===== config.mk =====
export PLATFORM = sky130hd
export DESIGN_NAME = pwrseq_top
export DESIGN_NICKNAME = d
export VERILOG_FILES = /design/src/verilog/pwrseq_pkg.sv /design/src/verilog/pwrseq_sync.sv /design/src/verilog/pwrseq_counter.sv /design/src/verilog/pwrseq_top.sv
export SDC_FILE = /design/constraint.sdc
export NUM_CORES = 1
export LEC_CHECK = 0
export ABC_AREA = 1
export BUFFER_PORTS_ARGS = -buffer_cell sky130_fd_sc_hd__buf_2
export CORE_ASPECT_RATIO = 1.25
export CORE_UTILIZATION = 60
export DETAILED_ROUTE_END_ITERATION = 7
export PLACE_DENSITY_LB_ADDON = 0.2
export SETUP_SLACK_MARGIN = 0.4
export SLEW_MARGIN = 0
export SYNTH_ARGS = -nofsm -noshare
export SYNTH_HDL_FRONTEND = slang
export SYNTH_SLANG_ARGS = --single-unit

===== constraint.sdc =====
create_clock -name clock -period 2.26 [get_ports clock]
set_clock_uncertainty 0.1 [all_clocks]
set_input_delay 0 -clock clock [delete_from_list [all_inputs] [get_ports clock]]
set_output_delay 0 -clock clock [all_outputs]
set_load 0.03 [all_outputs]

===== src/verilog/pwrseq_pkg.sv =====
`default_nettype none
package pwrseq_pkg;

  // ----------------------------------------------------------------------
  // timing
  // ----------------------------------------------------------------------
  localparam int unsigned CLOCK_HZ        = 100_000_000;
  localparam int unsigned DEBOUNCE_MS     = 75;          // inside the 50-100 ms window
  localparam longint unsigned DEBOUNCE_CYC_L = (64'(DEBOUNCE_MS) * 64'(CLOCK_HZ)) / 64'd1000;
  localparam int unsigned DEBOUNCE_CYC    = int'(DEBOUNCE_CYC_L);
  localparam int unsigned GRACE_CYC       = 32;
  localparam int unsigned WAKE_DELAY_CYC  = 512;
  localparam int unsigned DEB_W           = 24;
  localparam int unsigned GRACE_W         = 6;
  localparam int unsigned WAKE_W          = 10;

  // ----------------------------------------------------------------------
  // wake source positions in the merged vector
  // ----------------------------------------------------------------------
  localparam int unsigned WAKE_SRC_N      = 3;
  localparam int unsigned WAKE_USER_POS   = 0;
  localparam int unsigned WAKE_CARD_POS   = 1;
  localparam int unsigned WAKE_KEYPAD_POS = 2;

  // ----------------------------------------------------------------------
  // main sequencer states, gray along off->on->grace->standby->wake
  // ----------------------------------------------------------------------
  typedef enum logic [2:0] {
    PWRSQ_OFF     = 3'b000,
    PWRSQ_ON      = 3'b001,
    PWRSQ_GRACE   = 3'b011,
    PWRSQ_STANDBY = 3'b010,
    PWRSQ_WAKE    = 3'b110,
    PWRSQ_SHUT    = 3'b100
  } pwrsq_state_t;

  // rail and clock controls driven out together
  typedef struct packed {
    logic coreSupplyOn;      // logic supply enabled
    logic porHold;           // logic held in power-on reset
    logic converterRun;      // step-up converter running
    logic converterBypass;   // bus power switched straight to intermediate_rail
    logic analogOn;          // oscillator, pll, reference and bias
    logic coreClockOn;       // processor clock and clock subsystem
    logic cardDeactivate;    // card interface deactivation request
  } pwrsq_ctrl_t;

  localparam pwrsq_ctrl_t CTRL_RESET = '{default: 1'b0};
endpackage
`default_nettype wire


===== src/verilog/pwrseq_sync.sv =====
`timescale 1ns/1ps
`default_nettype none
// two-stage synchroniser, first stage read only by the second
module pwrseq_sync #(
  parameter int unsigned W = 1
) (
  input  wire logic         clock,
  input  wire logic         arst_n,
  input  wire logic         enable,
  input  wire logic [W-1:0] din,
  output logic      [W-1:0] dout
);
  logic [W-1:0] stage1;

  // ----------------------------------------------------------------------
  // stages
  // ----------------------------------------------------------------------
  always_ff @(posedge clock or negedge arst_n)
  begin
    if (!arst_n)
    begin
      stage1 <= '0;
      dout   <= '0;
    end
    else if (enable)
    begin
      stage1 <= din;
      dout   <= stage1;
    end
  end
endmodule
`default_nettype wire


===== src/verilog/pwrseq_counter.sv =====
`timescale 1ns/1ps
`default_nettype none
// up counter that pulses done when it reaches limit; clears when run drops
module pwrseq_counter #(
  parameter int unsigned W = 8
) (
  input  wire logic         clock,
  input  wire logic         arst_n,
  input  wire logic         enable,
  input  wire logic         run,
  input  wire logic [W-1:0] limit,
  output logic              done
);
  logic [W-1:0] count;

  // ----------------------------------------------------------------------
  // count while run is held, saturate at limit
  // ----------------------------------------------------------------------
  always_ff @(posedge clock or negedge arst_n)
  begin
    if (!arst_n)
    begin
      count <= '0;
      done  <= 1'b0;
    end
    else if (enable)
    begin
      if (!run)
      begin
        count <= '0;
        done  <= 1'b0;
      end
      else if (count != limit)
      begin
        count <= count + W'(1);
        done  <= (count + W'(1)) == limit;
      end
      else
        done <= 1'b0;   // one pulse only per held run
    end
  end
endmodule
`default_nettype wire


===== src/verilog/pwrseq_top.sv =====
// Notes on behaviour
// - off: switch press powers core, holds reset
// - on: switch only requests shutdown from firmware
// - bus power forces on, switch ignored
// - power-up without bus starts off
// - off to on after debounced low press
// - long press on latches shutdown request
// - acknowledge: card off, analog off, core off
// - acknowledge alone turns off without bus
// - grounded switch powers up at once
// - bus loss while on keeps running
// - bus power, no card supply: bypass converter
// - standby gates core and clock subsystem
// - power-down with bus or on: standby
// - power-down, no bus, off: converter stops
// - 32 cycle grace before analog shutdown
// - merge three wake sources into line zero
// - wake restores power and clocks
// - wake interrupt after 512 clock count
// - power-down bit overrides individual enables
// - reading route register clears route bit
`timescale 1ns/1ps
`default_nettype none
module pwrseq_top
  import pwrseq_pkg::*;
#(
  parameter int unsigned DEBOUNCE_LIMIT = pwrseq_pkg::DEBOUNCE_CYC
) (
  input  wire logic                          clock,
  input  wire logic                          arst_n,
  input  wire logic                          clockEnable,
  input  wire logic                          onOffSwitch_n,
  input  wire logic                          busPowerPresent,
  input  wire logic                          cardSupplyRequest,
  input  wire logic                          shutdownAckBit,
  input  wire logic                          powerDownBit,
  input  wire logic                          wakeRouteSet,
  input  wire logic                          wakeSourceRegRead,
  input  wire logic [pwrseq_pkg::WAKE_SRC_N-1:0] wakeSources,
  input  wire logic                          individualAnalogOn,
  input  wire logic                          individualClockOn,
  output logic                               shutdownRequest,
  output logic                               wakeRouteBit,
  output logic                               wakeInterruptLine,
  output logic                               switchLogicOn,
  output pwrseq_pkg::pwrsq_ctrl_t            ctrl,
  output pwrseq_pkg::pwrsq_state_t           state
);
  import pwrseq_pkg::*;

  // ----------------------------------------------------------------------
  // input conditioning
  // ----------------------------------------------------------------------
  logic                  switchLow;
  logic                  busSync;
  logic [WAKE_SRC_N-1:0] wakeSync;
  logic                  switchLowRaw;
  logic                  pressDone;
  logic                  graceDone;
  logic                  wakeDone;
  logic                  wakeAny;
  logic                  ackSeen;
  logic                  pdSeen;
  pwrsq_state_t          next_state;

  assign switchLowRaw = ~onOffSwitch_n;

  // the pins come from outside the clock domain
  // switch, bus sense and wake sources share one synchroniser so that
  // they all see the same two-edge latency; the switch is inverted
  // before the first stage so that the debounce counts a pressed level
  // bus sense is only a level, so a bounce on it is harmless here:
  // the sequencer does not test powered in on; it leaves on only on an ack without bus or a power-down edge
  // limitation: a pin pulse shorter than one clock may be missed
  pwrseq_sync #(.W(2 + WAKE_SRC_N)) u_sync (
    .clock  (clock),
    .arst_n (arst_n),
    .enable (clockEnable),
    .din    ({switchLowRaw, busPowerPresent, wakeSources}),
    .dout   ({switchLow, busSync, wakeSync})
  );

  // merged wake request from user pins, card and keypad
  function automatic logic anyWake(input logic [WAKE_SRC_N-1:0] src);
    anyWake = |src;
  endfunction
  assign wakeAny = anyWake(wakeSync);

  // firmware bits are same-domain; take rising edges only
  // a level test would re-enter shutdown or grace every cycle that
  // firmware leaves the bit set; edges make each write act once
  // the power-down level is still used below to override the enables
  // both edge registers reset to the idle low level: no false edge
  logic ackPrev;
  logic pdPrev;
  always_ff @(posedge clock or negedge arst_n)
  begin
    if (!arst_n)
    begin
      ackPrev <= 1'b0;
      pdPrev  <= 1'b0;
    end
    else if (clockEnable)
    begin
      ackPrev <= shutdownAckBit;
      pdPrev  <= powerDownBit;
    end
  end
  assign ackSeen = shutdownAckBit & ~ackPrev;
  assign pdSeen  = powerDownBit & ~pdPrev;

  // ----------------------------------------------------------------------
  // timers
  // ----------------------------------------------------------------------
  // debounce restarts whenever the switch bounces high
  // the limit is a parameter so a bench can shorten the 75 ms wait;
  // the counter is wide enough for the full count at 100 MHz
  // done is a single pulse per held press, so one long press is seen
  // by the switch logic and by the request latch exactly once
  pwrseq_counter #(.W(DEB_W)) u_debounce (
    .clock  (clock),
    .arst_n (arst_n),
    .enable (clockEnable),
    .run    (switchLow),
    .limit  (DEB_W'(DEBOUNCE_LIMIT)),
    .done   (pressDone)
  );

  // grace delay and wake delay share one counter; their states never overlap
  // sharing saves a separate six-bit grace counter; the run input drops in standby,
  // which lies between the two states and clears the count before it is reused
  logic timerRun;
  logic timerDone;
  assign timerRun = (state == PWRSQ_GRACE) || (state == PWRSQ_WAKE);
  pwrseq_counter #(.W(WAKE_W)) u_timer (
    .clock  (clock),
    .arst_n (arst_n),
    .enable (clockEnable),
    .run    (timerRun),
    .limit  ((state == PWRSQ_GRACE) ? WAKE_W'(GRACE_CYC) : WAKE_W'(WAKE_DELAY_CYC)),
    .done   (timerDone)
  );
  assign graceDone = timerDone & (state == PWRSQ_GRACE);
  assign wakeDone  = timerDone & (state == PWRSQ_WAKE);

  // ----------------------------------------------------------------------
  // on/off switch logic
  // ----------------------------------------------------------------------
  // a grounded switch simply completes the debounce right after power-up
  // while bus power is present the switch state is frozen, so a press
  // made during that time neither turns the logic on nor off
  // the logic is turned off only by the shut state, never by the switch
  always_ff @(posedge clock or negedge arst_n)
  begin
    if (!arst_n)
      switchLogicOn <= 1'b0;
    else if (clockEnable)
    begin
      if (busSync)
        switchLogicOn <= switchLogicOn;
      else if (state == PWRSQ_SHUT)
        switchLogicOn <= 1'b0;
      else if (!switchLogicOn && pressDone)
        switchLogicOn <= 1'b1;
    end
  end

  // shutdown request latch: set wins, cleared only when supply goes away
  // the request ignores the switch once set, so a released button
  // cannot withdraw it; firmware must finish its work and acknowledge
  always_ff @(posedge clock or negedge arst_n)
  begin
    if (!arst_n)
      shutdownRequest <= 1'b0;
    else if (clockEnable)
    begin
      if (switchLogicOn && pressDone && !busSync)
        shutdownRequest <= 1'b1;
      else if (state == PWRSQ_OFF)
        shutdownRequest <= 1'b0;
    end
  end

  // wake route bit: set by firmware, cleared by a read, set wins
  // firmware must set it again after each read before powering down
  always_ff @(posedge clock or negedge arst_n)
  begin
    if (!arst_n)
      wakeRouteBit <= 1'b0;
    else if (clockEnable)
    begin
      if (wakeRouteSet)
        wakeRouteBit <= 1'b1;
      else if (wakeSourceRegRead)
        wakeRouteBit <= 1'b0;
    end
  end

  // ----------------------------------------------------------------------
  // sequencer
  // ----------------------------------------------------------------------
  // powered decides between standby and full off at the end of grace
  // an acknowledge is honoured only from on; in grace, standby or wake
  // the sequencer finishes its own path first
  // hazard: without the route bit a standby can only be left by reset
  logic powered;
  assign powered = busSync | switchLogicOn;

  always_comb
  begin
    next_state = state;
    unique case (state)
      PWRSQ_OFF:
        if (powered)
          next_state = PWRSQ_ON;
      PWRSQ_ON:
        if (ackSeen && !busSync)
          next_state = PWRSQ_SHUT;
        else if (pdSeen)
          next_state = PWRSQ_GRACE;
      PWRSQ_GRACE:
        if (graceDone)
          next_state = powered ? PWRSQ_STANDBY : PWRSQ_SHUT;
      PWRSQ_STANDBY:
        if (wakeAny && wakeRouteBit)
          next_state = PWRSQ_WAKE;
      PWRSQ_WAKE:
        if (wakeDone)
          next_state = PWRSQ_ON;
      PWRSQ_SHUT:
        next_state = PWRSQ_OFF;
      default:
        next_state = PWRSQ_OFF;
    endcase
  end

  always_ff @(posedge clock or negedge arst_n)
  begin
    if (!arst_n)
      state <= PWRSQ_OFF;
    else if (clockEnable)
      state <= next_state;
  end

  // ----------------------------------------------------------------------
  // wake interrupt pulse on line zero
  // ----------------------------------------------------------------------
  // one cycle only: the line feeds an edge-sensitive interrupt input
  always_ff @(posedge clock or negedge arst_n)
  begin
    if (!arst_n)
      wakeInterruptLine <= 1'b0;
    else if (clockEnable)
      wakeInterruptLine <= wakeDone;
  end

  // ----------------------------------------------------------------------
  // rail and clock controls, registered from the next state
  // ----------------------------------------------------------------------
  // power-down overrides the individual enables once requested
  // controls follow next_state so that each rail changes on the same
  // edge as the state that wants it, and every output is a flip-flop
  // the card deactivation and supply removal share the shut cycle
  // bypass follows bus power with no card supply request so the converter can rest in suspend
  logic pdActive;
  assign pdActive = powerDownBit | (next_state == PWRSQ_STANDBY);

  always_ff @(posedge clock or negedge arst_n)
  begin
    if (!arst_n)
      ctrl <= CTRL_RESET;
    else if (clockEnable)
    begin
      ctrl.coreSupplyOn    <= (next_state != PWRSQ_OFF) && (next_state != PWRSQ_SHUT);
      ctrl.porHold         <= (state == PWRSQ_OFF) && (next_state == PWRSQ_ON);
      ctrl.converterRun    <= (next_state != PWRSQ_OFF) && (next_state != PWRSQ_SHUT)
                              && !(busSync && !cardSupplyRequest);
      ctrl.converterBypass <= busSync && !cardSupplyRequest;
      ctrl.analogOn        <= (next_state == PWRSQ_ON || next_state == PWRSQ_GRACE
                              || next_state == PWRSQ_WAKE)
                              && (pdActive ? (next_state != PWRSQ_ON || !powerDownBit)
                                           : individualAnalogOn);
      ctrl.coreClockOn     <= (next_state == PWRSQ_ON || next_state == PWRSQ_GRACE
                              || next_state == PWRSQ_WAKE)
                              && (pdActive || individualClockOn);
      ctrl.cardDeactivate  <= (next_state == PWRSQ_SHUT);
    end
  end
endmodule
`default_nettype wire


# ---- Word-level counts from Yosys, hierarchy flattened
# Cells that the tools add are included.
# Widths: inputs -> output; s select.
dict set report classes {
  addsub 2
  eq_ne 18
  n_mux 24
  bitwise 10
  reduce_logical 32
}
# operator count
set op_table {}
lappend op_table {{$mux 24} 2}
lappend op_table {{$mux 10} 3}
lappend op_table {{$add 24x1->24 const B} 1}
lappend op_table {{$eq 24x23->1 const B} 1}
lappend op_table {{$ne 24x23->1 const B} 1}
lappend op_table {{$mux 3} 7}
lappend op_table {{$pmux 3 s5} 1}
lappend op_table {{$eq 3x2->1 const B} 4}
lappend op_table {{$eq 3x3->1 const B} 4}
lappend op_table {{$logic_and 1x1->1} 11}
lappend op_table {{$mux 1} 11}
lappend op_table {{$add 10x1->10 const B} 1}
lappend op_table {{$eq 10x10->1} 1}
lappend op_table {{$ne 10x10->1} 1}
lappend op_table {{$reduce_and 2->1} 4}
lappend op_table {{$eq 3x1->1 const B} 2}
lappend op_table {{$reduce_bool 2->1} 3}
lappend op_table {{$logic_not 1->1} 5}
lappend op_table {{$logic_or 1x1->1} 5}
lappend op_table {{$and 1x1->1} 4}
lappend op_table {{$not 1->1} 4}
lappend op_table {{$logic_not 3->1} 1}
lappend op_table {{$ne 3x1->1 const B} 1}
lappend op_table {{$ne 3x3->1 const B} 1}
lappend op_table {{6 further kinds} 7}
dict set report totals {
  register_bits 62
  input_bits 15
  output_inout_bits 14
  word_cells 106
}

# ---- Logic depth before layout (Yosys ltp)
# Gate-level depths: netlist of the first run.
dict set report logic_depth {
  depth_word 9
  ltp_mapped 13
  depth_no_buf 13
}

# ---- By module
# Synthesis of the first run repeated with hierarchy kept, for this count alone.
dict set report unflattened {
  hier_cells 761
  area_unflattened_um2 4872.2
}
# module n_inst cells_per_inst area_each_um2 seq_area_each_um2
set modules_own_cells {}
lappend modules_own_cells {{pwrseq_counter (u_debounce)} 1 422 2590.0 625.6}
lappend modules_own_cells {{pwrseq_counter (u_timer)} 1 171 1018.5 275.3}
lappend modules_own_cells {pwrseq_top 1 126 883.3 400.4}
lappend modules_own_cells {pwrseq_sync 1 42 380.4 250.2}

# ---- Worst setup path before layout of the first run
# No wires, ideal clock.
dict set report synth_timing {
  path_type {reg2reg}
  startpoint {reg u_debounce.count[0]}
  endpoint {reg u_debounce.done}
  setup_time_ps 66
  t_arrival_ps 1555
  path_slack_ps 540
  stages_incl_launch_ff 12
  synth_period_minus_slack_ps 1720
  cell_sequence {dfrtp_1 ha_1 nand2_2 nor2_1 nand2_1 xor2_1 nand2_1 nor2_1 nand3_1 nor2_1 nand3_1 nand2_1}
}
dict set report synth_between {
  elab_chain_len 4
  word_cells_on_any_way 5
  cone_classes {add/sub (1); eq/ne (2); mux (2)}
}
# element line
set synth_rtl {}
lappend synth_rtl {{start, declared} pwrseq_counter.sv:14} ;# logic [W-1:0] count;
lappend synth_rtl {{start signal, assigned} pwrseq_counter.sv:35} ;# count <= count + W'(1);
lappend synth_rtl {{$add 24x1->24} pwrseq_counter.sv:36} ;# done <= (count + W'(1)) == limit;
lappend synth_rtl {{$eq 24x23->1} pwrseq_counter.sv:36}
lappend synth_rtl {{$mux 1 *} pwrseq_counter.sv:33} ;# else if (count != limit)
lappend synth_rtl {{$mux 1 *} pwrseq_counter.sv:28} ;# if (!run)
lappend synth_rtl {{end signal, assigned} pwrseq_counter.sv:36}
lappend synth_rtl {{end, declared} pwrseq_counter.sv:12} ;# output logic done
# Mark *: on every way between the ends. The rest lies on a longest branch, timed or not.
# A chain may end at the register's enable or synchronous reset.

# ---- Final worst setup path of the first run
dict set report layout_timing {
  startpoint {reg u_debounce.count[1]}
  endpoint {reg u_debounce.done}
}
# The elaborated chain is that of the path after synthesis.

==> results.toml, run 1 <==
[detailed_routing]
routed_wl_um = 9477
drcViolationCount = 0
num_vias = 3629
drtPass1Iterations = 5
met3WireLength_um = 510
antenna_left = 0
wl_per_cell_um = 14.95
routed_via_density = 5.724
drtIter0Drc = 340
wl_met1_um = 3881
top_layer = "met4"
wl_met2_um = 4837

[final_layout]
n_fill_cell = 423
drive_gt1_share_pct = 21.30
multi_input_area_um2 = 1893
fin_area_um2 = 4424
fin_cells = 634
area_growth_pct = 21.39
num_antenna_cells = 0
nNetsFinal = 584
fin_util_pct = 76.04
seqCellArea_um2 = 1564

[worst_setup_path]
crit_type = "reg -> reg"
cp-start-kind = "flop"
critPathArrivalTime_ps = 2270
crit_family = "simple AND/OR/NAND/NOR gates"
worst-path-max-fanout = 5
crit_top_cell = "nand2_1"
cpMaxStageDelayCell = "dfrtp_2"
cp-end-kind = "flop"
critical_path_required_ps = 2440
crit_path_cell_trace = "ha_4 > nand2_4 > nor2_4 > nand2_1 > xor2_1 > nand2_1 > nor2_1 > nand3_1 > nor2_2 > nand3_1 > nand2_1"
cp_slowest_stage_delay_ps = 420
path_buf_inv = 0

[synthesis]
synth_cell_type_count = 29
synth_xor_area_share_pct = 2.884
synthesis.nets = 521
synthSimpleGateAreaFrac_pct = 34.53
synth_mux_area_share_pct = 0
synth_cells = 500
synth-seq-cells = 62
synth_compound_area_share_pct = 10.33
synth_area_um2 = 3645
synth_fa_ha_area_share_pct = 2.060
synth_top_family_by_area = "simple AND/OR/NAND/NOR gates"
yosys_warnings = 0
syn_area_per_cell_um2 = 7.289
seq_area_frac_synth_pct = 42.57

[timing]
worst_pin_slew_ps = 595.3
min_period_over_period_pct = 92.53
setup_viol = 0
tns_ps = 0
finalHoldViolCount = 0
drv_slew = 0
slew-limit-headroom_pct = 60.27
period_minus_slack_ps = 2091
fmax_mhz = 478.2
rsz0062_at_grt = "yes"

[die]
dieArea_um2 = 6392
core_region_area_um2 = 5818
dieHeight_um = 89.14
start_util_pct = 62.65
ios = 29
die_x_um = 71.71
rows = 31

[clock_tree]
cts.sinks = 62
worstSkewPairLatency_ps = 350
clockBufferDepth = 2
clk_pin_slew_ps = 80
cts_buffers = 9
cts_tree = "done"
htreeDepth = 3
root_buffer = "clkbuf_8"

[global_routing]
overflow = 0
grt_pass1_vias = 3398
grt_usage_pct = 30.85
grt_max_degree = 26
antenna_found_initial = 0
grt_pass1_wl_um = 15170

[power]
intPower_mw = 2.031
swShare_pct = 37.32
p_comb_share_pct = 27.3
leakage_nw = 2.006
pwr-share-clk_pct = 30.9
p_sw_mw = 1.210
ir_drop_uv = 808.1
seqPwrFrac_pct = 41.9
p_per_area_nw_per_um2 = 732.5

[run_status]
status = "complete, no violations"

[placement]
place.gp.congestion = 0.9365
io_buffers = 28
detailed_place_hpwl_um = 6289
place_area_um2 = 3856
dp.cells = 587

[min_path]
holdCritPathClass = "in -> reg"

[job]
max-cap-violations = 0
## final timing paths
kind | start | endpoint | slack [ps] | cells past startpoint
worst max register to register | u_debounce.count[1] | u_debounce.done | 170 | 11
max in group asynchronous | arst_n | u_timer.count[0] | 1280 | 3
worst max-delay path | u_debounce.count[1] | u_debounce.done | 170 | 11
min in group asynchronous | arst_n | u_sync.dout[0] | 40 | 2
worst min register to register | u_sync.stage1[0] | u_sync.stage1[0] | 380 | 2
worst min-delay path | clockEnable | u_sync.stage1[1] | 20 | 4
## registers in the layout, summed over array words and instances, names as in the netlist, 3 cells and up
name              cells
u_debounce.count     24
u_timer.count        10
state                 3
u_sync.stage1         5
u_sync.dout           5
ctrl                  7
## placed cells by master, fill, tap and decap left out, types with 4 or more instances in the layout
master and n:
buf_2 28, buf_4 21, clkbuf_8 9, clkinvlp_4 4
dfrtp_1 52, dfrtp_2 10, dlygate4sd3_1 13, ha_1 5
inv_1 53, inv_2 6, nand2_1 139, nand2_2 5
nand3_1 41, nand3_2 6, nand4_1 13, nor2_1 47
nor2_2 11, nor2_4 7, nor3_1 6, o21ai_0 25
o21ai_1 17, o22ai_1 16, xor2_1 11
## worst min-delay path, cell delays in order
cell and delay (ps):
buf_2 100, buf_4 200, nand2_1 80, nand2_1 40
## stage by stage
step	hold slack (ps)	setup slack, ps	total power [mW]
3_5_place_dp	-106.1	73.93	2.147
6_report	22.27	168.7	3.241
3_3_place_gp	-118.4	143.4	2.120
2_1_floorplan	-395.6	539.9	1.900
5_1_grt	55.21	120.3	3.391
4_1_cts	12.58	400.9	3.180
## cell usage after synthesis (all sizes together)
master	number	area share [%]
nand2	146	15
nor2	65	8.1
dfrtp	62	43
inv	59	6.1
nand3	47	7.1
o21ai	44	6.1
o22ai	16	2.7
nand4	13	2.2
xor2	11	2.6
nor3	9	1.5
buf	7	0.93
clkbuf	6	0.62
ha	6	2.1
o21a	2	0.41
o31ai	2	0.41
a21oi	1	0.14
a22o	1	0.24
a32oi	1	0.24
nand3b	1	0.21
xnor2	1	0.24
## cell families after synthesis
kind of cell / after synthesis
and+or+nand+nor: 281
buffers and inverters: 72
AOI/OAI and AO/OA: 67
DFF: 62
xor gates and xnor gates: 12
adders and majority gates: 6
## layer usage
metal | up-vias | global-route usage (%)
li1 | 1749 | -
met1 | 1679 | 36.84
met2 | 170 | 56.60
met3 | 31 | 3.720
met4 | 0 | 12.66
met5 | - | 0
## cell type report
cell class	instances	area share (%)
clock buffers	9	2.800
clock inverters	7	1.669
inverters	59	5.006
multi-input cells	366	42.79
flip-flops and latches	62	35.35
well taps	66	1.867
repair buffers	65	10.52
## power groups by stage
stage	logic, mW	registers (mW)	clock network [mW]
floorplan	0.399	1.50	0
global placement	0.762	1.36	0
detailed placement	0.785	1.36	0
CTS	0.828	1.35	1.00
global route	0.966	1.37	1.05
finish	0.884	1.36	1.00
## what timing repair did
item	4_1_cts	5_1_grt
setup endpoints to repair	18	36
resized for setup	15	21
pin swaps	8	15
hold buffers	13	0
setup buffers	13	5
endpoints found under the hold margin	50	0
Note: power is estimated with default switching activity, not from simulation.
==> inputs of run 2 (changes only) <==
--- a/config.mk
+++ b/config.mk
@@ -7,8 +7,9 @@
 export LEC_CHECK = 0
 export ABC_AREA = 1
 export BUFFER_PORTS_ARGS = -buffer_cell sky130_fd_sc_hd__buf_2
+export CAP_MARGIN = 40
 export CORE_ASPECT_RATIO = 1.25
-export CORE_UTILIZATION = 60
+export CORE_UTILIZATION = 50
 export DETAILED_ROUTE_END_ITERATION = 7
 export PLACE_DENSITY_LB_ADDON = 0.2
 export SETUP_SLACK_MARGIN = 0.4
==> results.toml, run 2 (synthesis gave the netlist of run 1 again) <==
[global_routing]
grt_usage_pct = 26.74
grt_pass1_vias = 3544
overflow = 0
grt_max_degree = 36
antenna_found_initial = 0
grt_pass1_wl_um = 16010

[clock_tree]
root_buffer = "clkbuf_8"
htreeDepth = 3
cts_tree = "done"
cts_buffers = 9
clockBufferDepth = 2
worstSkewPairLatency_ps = 350
cts.sinks = 62
clk_pin_slew_ps = 80

[timing]
worst_pin_slew_ps = 684.5
worst_slack_ps = 354.1
period_minus_slack_ps = 1906
fmax_mhz = 524.7
drv_slew = 0
tns_ps = 0
slew-limit-headroom_pct = 54.37
rsz0062_at_grt = "yes"
min_period_over_period_pct = 84.33
finalHoldViolCount = 0
setup_viol = 0

[worst_setup_path]
cpMaxStageDelayCell = "dfrtp_2"
cp-end-kind = "flop"
crit_family = "simple AND/OR/NAND/NOR gates"
cp-start-kind = "flop"
worst-path-max-fanout = 35
crit_type = "reg -> reg"
crit_path_cell_trace = "inv_1 > ha_1 > nand3_1 > nor2_1 > nand3_1 > nor2_2 > nor2_4 > buf_12 > inv_1 > nand2_1 > o21ai_1"
critPathArrivalTime_ps = 2060
worstSetupStartpoint = "u_debounce.count[0]"
cp_slowest_stage_delay_ps = 470
path_buf_inv = 3
r2r_start = "u_debounce.count[0]"
critical_path_required_ps = 2420

[power]
swShare_pct = 37.12
seqPwrFrac_pct = 40.8
p_comb_share_pct = 27.9
power_mw = 3.294
intPower_mw = 2.071
p_sw_mw = 1.223
pwr-share-clk_pct = 31.4
ir_drop_uv = 672.7
leakage_nw = 1.998
p_per_area_nw_per_um2 = 740.7

[run_status]
status = "complete, no violations"

[final_layout]
top_regs = "u_debounce.count x24, u_timer.count x10, ctrl x7"
nNetsFinal = 580
final_common_cell = "nand2_1"
largest-register = "u_debounce.count"
drive_gt1_share_pct = 19.68
num_antenna_cells = 0
largest_reg_flops = 24
area_growth_pct = 22.00
layout.cells.most_common_list = "nand2_1, dfrtp_1, inv_1"

[die]
start_util_pct = 51.93
dieHeight_um = 97.46
core_region_area_um2 = 7019
die_x_um = 78.37
dieArea_um2 = 7637
rows = 34
ios = 29

[detailed_routing]
drtIter0Drc = 243
routed_wl_um = 9523
antenna_left = 0
drtPass1Iterations = 5
wl_per_cell_um = 14.56
routed_via_density = 5.378
drcViolationCount = 0
num_vias = 3517

[min_path]
holdCritPathClass = "in -> async"

[placement]
detailed_place_hpwl_um = 6492
pre_cts_ws_ps = 216.3
place.gp.congestion = 0.9009
io_buffers = 28

[job]
max-cap-violations = 0
[run 2: layout make-up]
type,count,area [µm²]
timing repair buffer,61,442.9
sequential,62,1559
clock buffer,9,123.9
fill,632,2572
clock inverter,7,81.33
multi-input combinational,366,1906
tap,90,112.6
inverter,59,221.5
[run 2: per-layer routing]
metal | vias to the layer above | track usage [%] | share of wire [%] | wire length (µm)
li1 | 1740 | - | - | -
met1 | 1661 | 31.54 | 43 | 4121
met2 | 91 | 46.69 | 50 | 4757
met3 | 25 | 6.385 | 4.0 | 382
met4 | 0 | 9.687 | 2.7 | 260
met5 | - | 0 | 0 | 0
[run 2: power groups by stage]
stage	clock, mW	sequential [mW]	combinational [mW]
3_3_place_gp	0	1.36	0.771
5_1_grt	1.09	1.36	1.02
3_5_place_dp	0	1.36	0.793
4_1_cts	1.04	1.34	0.822
2_1_floorplan	0	1.50	0.399
6_report	1.03	1.34	0.919
[run 2: worst paths after layout]
kind                       cells after the start                   to  slack, ps
hold / removal                                 2       u_sync.dout[0]        120
hold reg to reg                                2     u_sync.stage1[2]        380
setup / recovery                              11  u_debounce.count[8]        350
setup reg to reg                              11  u_debounce.count[8]        350
max in group asynchronous                      3     u_timer.count[0]       1140
min in group clock                             3     u_sync.stage1[4]        270
[run 2: worst reg2reg max path: cells and delay by family, from the launching register on]
family,cells,cell delay [ps]
AO/OA/AOI/OAI,1,110
adder cells (fa/ha/maj),1,150
buffers and inverters,3,410
flip-flops,1,470
AND/OR/NAND/NOR,6,580
[run 2: what timing repair did]
item | 4_1_cts | 5_1_grt
setup buffers | 1 | 12
gates cloned | 0 | 0
hold buffers | 14 | 0
pin swaps | 0 | 14
setup endpoints to repair | 18 | 37
endpoints found under the hold margin | 40 | 0
gates resized for setup | 5 | 26
[run 2: through the flow]
stage / cell area, µm² / hold slack, ps / utilization (%) / std cells
after detailed placement: 3886 / -23.31 / 55.37 / 611
after CTS: 4250 / 132.7 / 60.55 / 642
final: 4447 / 119.9 / 63.35 / 654
after global placement: 3886 / -26.58 / 55.37 / 611
after global routing: 4447 / 168.6 / 63.35 / 654
after floorplan: 3645 / -395.6 / - / 500
==> inputs of run 3 (changes only) <==
==> constraint.sdc (replaced) <==
create_clock -name clock -period 1.6 [get_ports clock]
set_clock_uncertainty 0.1 [all_clocks]
set_input_delay 0 -clock clock [delete_from_list [all_inputs] [get_ports clock]]
set_output_delay 0 -clock clock [all_outputs]
set_load 0.03 [all_outputs]
==> results.toml, run 3 (synthesis gave the netlist of run 1 again) <==
[run_status]
status = "complete, but fails checks"
violations = "negative hold slack, negative setup slack"

[job]
max-cap-violations = 0

[clock_tree]
clk_pin_slew_ps = 80
cts.sinks = 62
cts_buffers = 9
htreeDepth = 3
clockBufferDepth = 2
worstSkewPairLatency_ps = 360
root_buffer = "clkbuf_8"
cts_tree = "done"

[detailed_routing]
routed_via_density = 5.645
wl_per_cell_um = 16.61
drtIter0Drc = 279
drtPass1Iterations = 5
num_vias = 4087
routed_wl_um = 12020
antenna_left = 0
drcViolationCount = 0

[timing]
slew-limit-headroom_pct = 73.00
finalHoldViolCount = 2
rsz0062_at_grt = "yes"
drv_slew = 0
worst_pin_slew_ps = 403.4
setup_viol = 40
timing.hold.ws_ps = -0.5151
worst_slack_ps = -267.3
fmax_mhz = 535.5
tns_ps = -5788
min_period_over_period_pct = 116.7
period_minus_slack_ps = 1867

[worst_setup_path]
worstSetupStartpoint = "u_debounce.count[0]"
cp-end-kind = "flop"
r2r_setup_slack_ps = -270
critPathArrivalTime_ps = 2050
crit_type = "reg -> reg"
path_buf_inv = 1
cpMaxStageDelayCell = "dfrtp_2"
path_depth = 12
crit_path_end = "u_debounce.done"
crit_family = "simple AND/OR/NAND/NOR gates"
r2r_start = "u_debounce.count[0]"
cp-start-kind = "flop"
crit_path_cell_trace = "buf_4 > ha_1 > nand3_1 > nor2_1 > nand2_1 > nor2_1 > nand2_1 > nor2_2 > nand3_1 > nor2_1 > nand3_1 > nand2_1"
critical_path_required_ps = 1790
reg2regPathDepth = 12
worst-path-max-fanout = 5
cp_slowest_stage_delay_ps = 430
rr_endpoint = "u_debounce.done"

[global_routing]
grt_max_degree = 38
grt_pass1_vias = 4055
overflow = 0
antenna_found_initial = 0
grt_usage_pct = 30.95
grt_pass1_wl_um = 18220

[final_layout]
num_antenna_cells = 0
final_common_cell = "nand2_1"
fin_area_um2 = 5433
layout.cells.most_common_list = "nand2_1, buf_4, dfrtp_1"
largest_reg_flops = 24
drive_gt1_share_pct = 37.22
area_growth_pct = 49.06
n_fill_cell = 429
top_regs = "u_debounce.count x24, u_timer.count x10, ctrl x7"
nNetsFinal = 650
largest-register = "u_debounce.count"
fin_util_pct = 77.40

[die]
rows = 34
start_util_pct = 51.93
die_x_um = 78.37
ios = 29
dieArea_um2 = 7637
core_region_area_um2 = 7019
dieHeight_um = 97.46

[min_path]
holdCritPathClass = "in -> async"

[placement]
io_buffers = 28
place.gp.congestion = 1.006
detailed_place_hpwl_um = 6997
place_area_um2 = 4439

[power]
p_per_area_nw_per_um2 = 1020
ir_drop_uv = 807.6
leakage_nw = 2.446
power_mw = 5.544
run 3: cell count changes in the layout (fill, tap and decap cells not counted), moves of 10 or more:
| cell | before | now |
|---|---|---|
| nand3_1 | 40 | 27 |
| nand3_2 | 7 | 17 |
| o22ai_2 | 0 | 11 |
| buf_6 | 2 | 21 |
| o22ai_1 | 16 | 4 |
| buf_4 | 16 | 66 |
| o21ai_0 | 25 | 13 |
run 3: through the flow:
stage                     setup WS [ps]  hold slack [ps]  std cells
after detailed placement         -239.9           -154.3        668
after CTS                        -188.5            8.222        715
after global routing             -387.9            37.85        724
after global placement           -194.4           -152.2        668
after floorplan                  -35.07           -395.6        500
final                            -267.3          -0.5151        724
run 3: metal layers:
layer	track usage (%)	routed length, µm
met5	0	0
met2	53.98	6214
met1	34.07	4503
met3	5.070	625
met4	20.51	680
run 3: worst min-delay path by stage:
stage                            to    from  slack (ps)
6_report           u_timer.count[8]  arst_n        -0.5
4_1_cts        u_debounce.count[19]  arst_n           8
3_5_place_dp       u_timer.count[4]  arst_n        -150
3_3_place_gp       u_timer.count[4]  arst_n        -150
5_1_grt            u_timer.count[4]  arst_n          40
2_1_floorplan               ackPrev  arst_n        -400
run 3: where the power goes:
group	internal, mW	switching [mW]
Clock	0.724	0.691
Sequential	1.74	0.218
Combinational	0.931	1.24
run 3: cell type report:
type	instances	area (µm²)	area share, %
Clock buffer	9	123.9	2.280
Tap cell	90	112.6	2.073
Inverter	59	226.5	4.169
Clock inverter	7	73.82	1.359
Timing Repair Buffer	131	1120	20.61
Multi-Input combinational cell	366	2211	40.70
Sequential cell	62	1565	28.81
run 3: what timing repair did:
item / CTS / global route
setup endpoints to repair: 47 / 52
hold endpoints to repair: 80 / 0
gates cloned: 1 / 1
buffers inserted: 16 / 8
hold buffers: 14 / 0
resized for setup: 78 / 25
pin swaps: 30 / 15
run 3: worst register-to-register path, delay by kind of cell, from the launching register on:
family | cells | cell delay [ps]
buffers and inverters | 1 | 140
and+or+nand+nor | 10 | 970
adders and majority gates | 1 | 160
DFF | 1 | 430
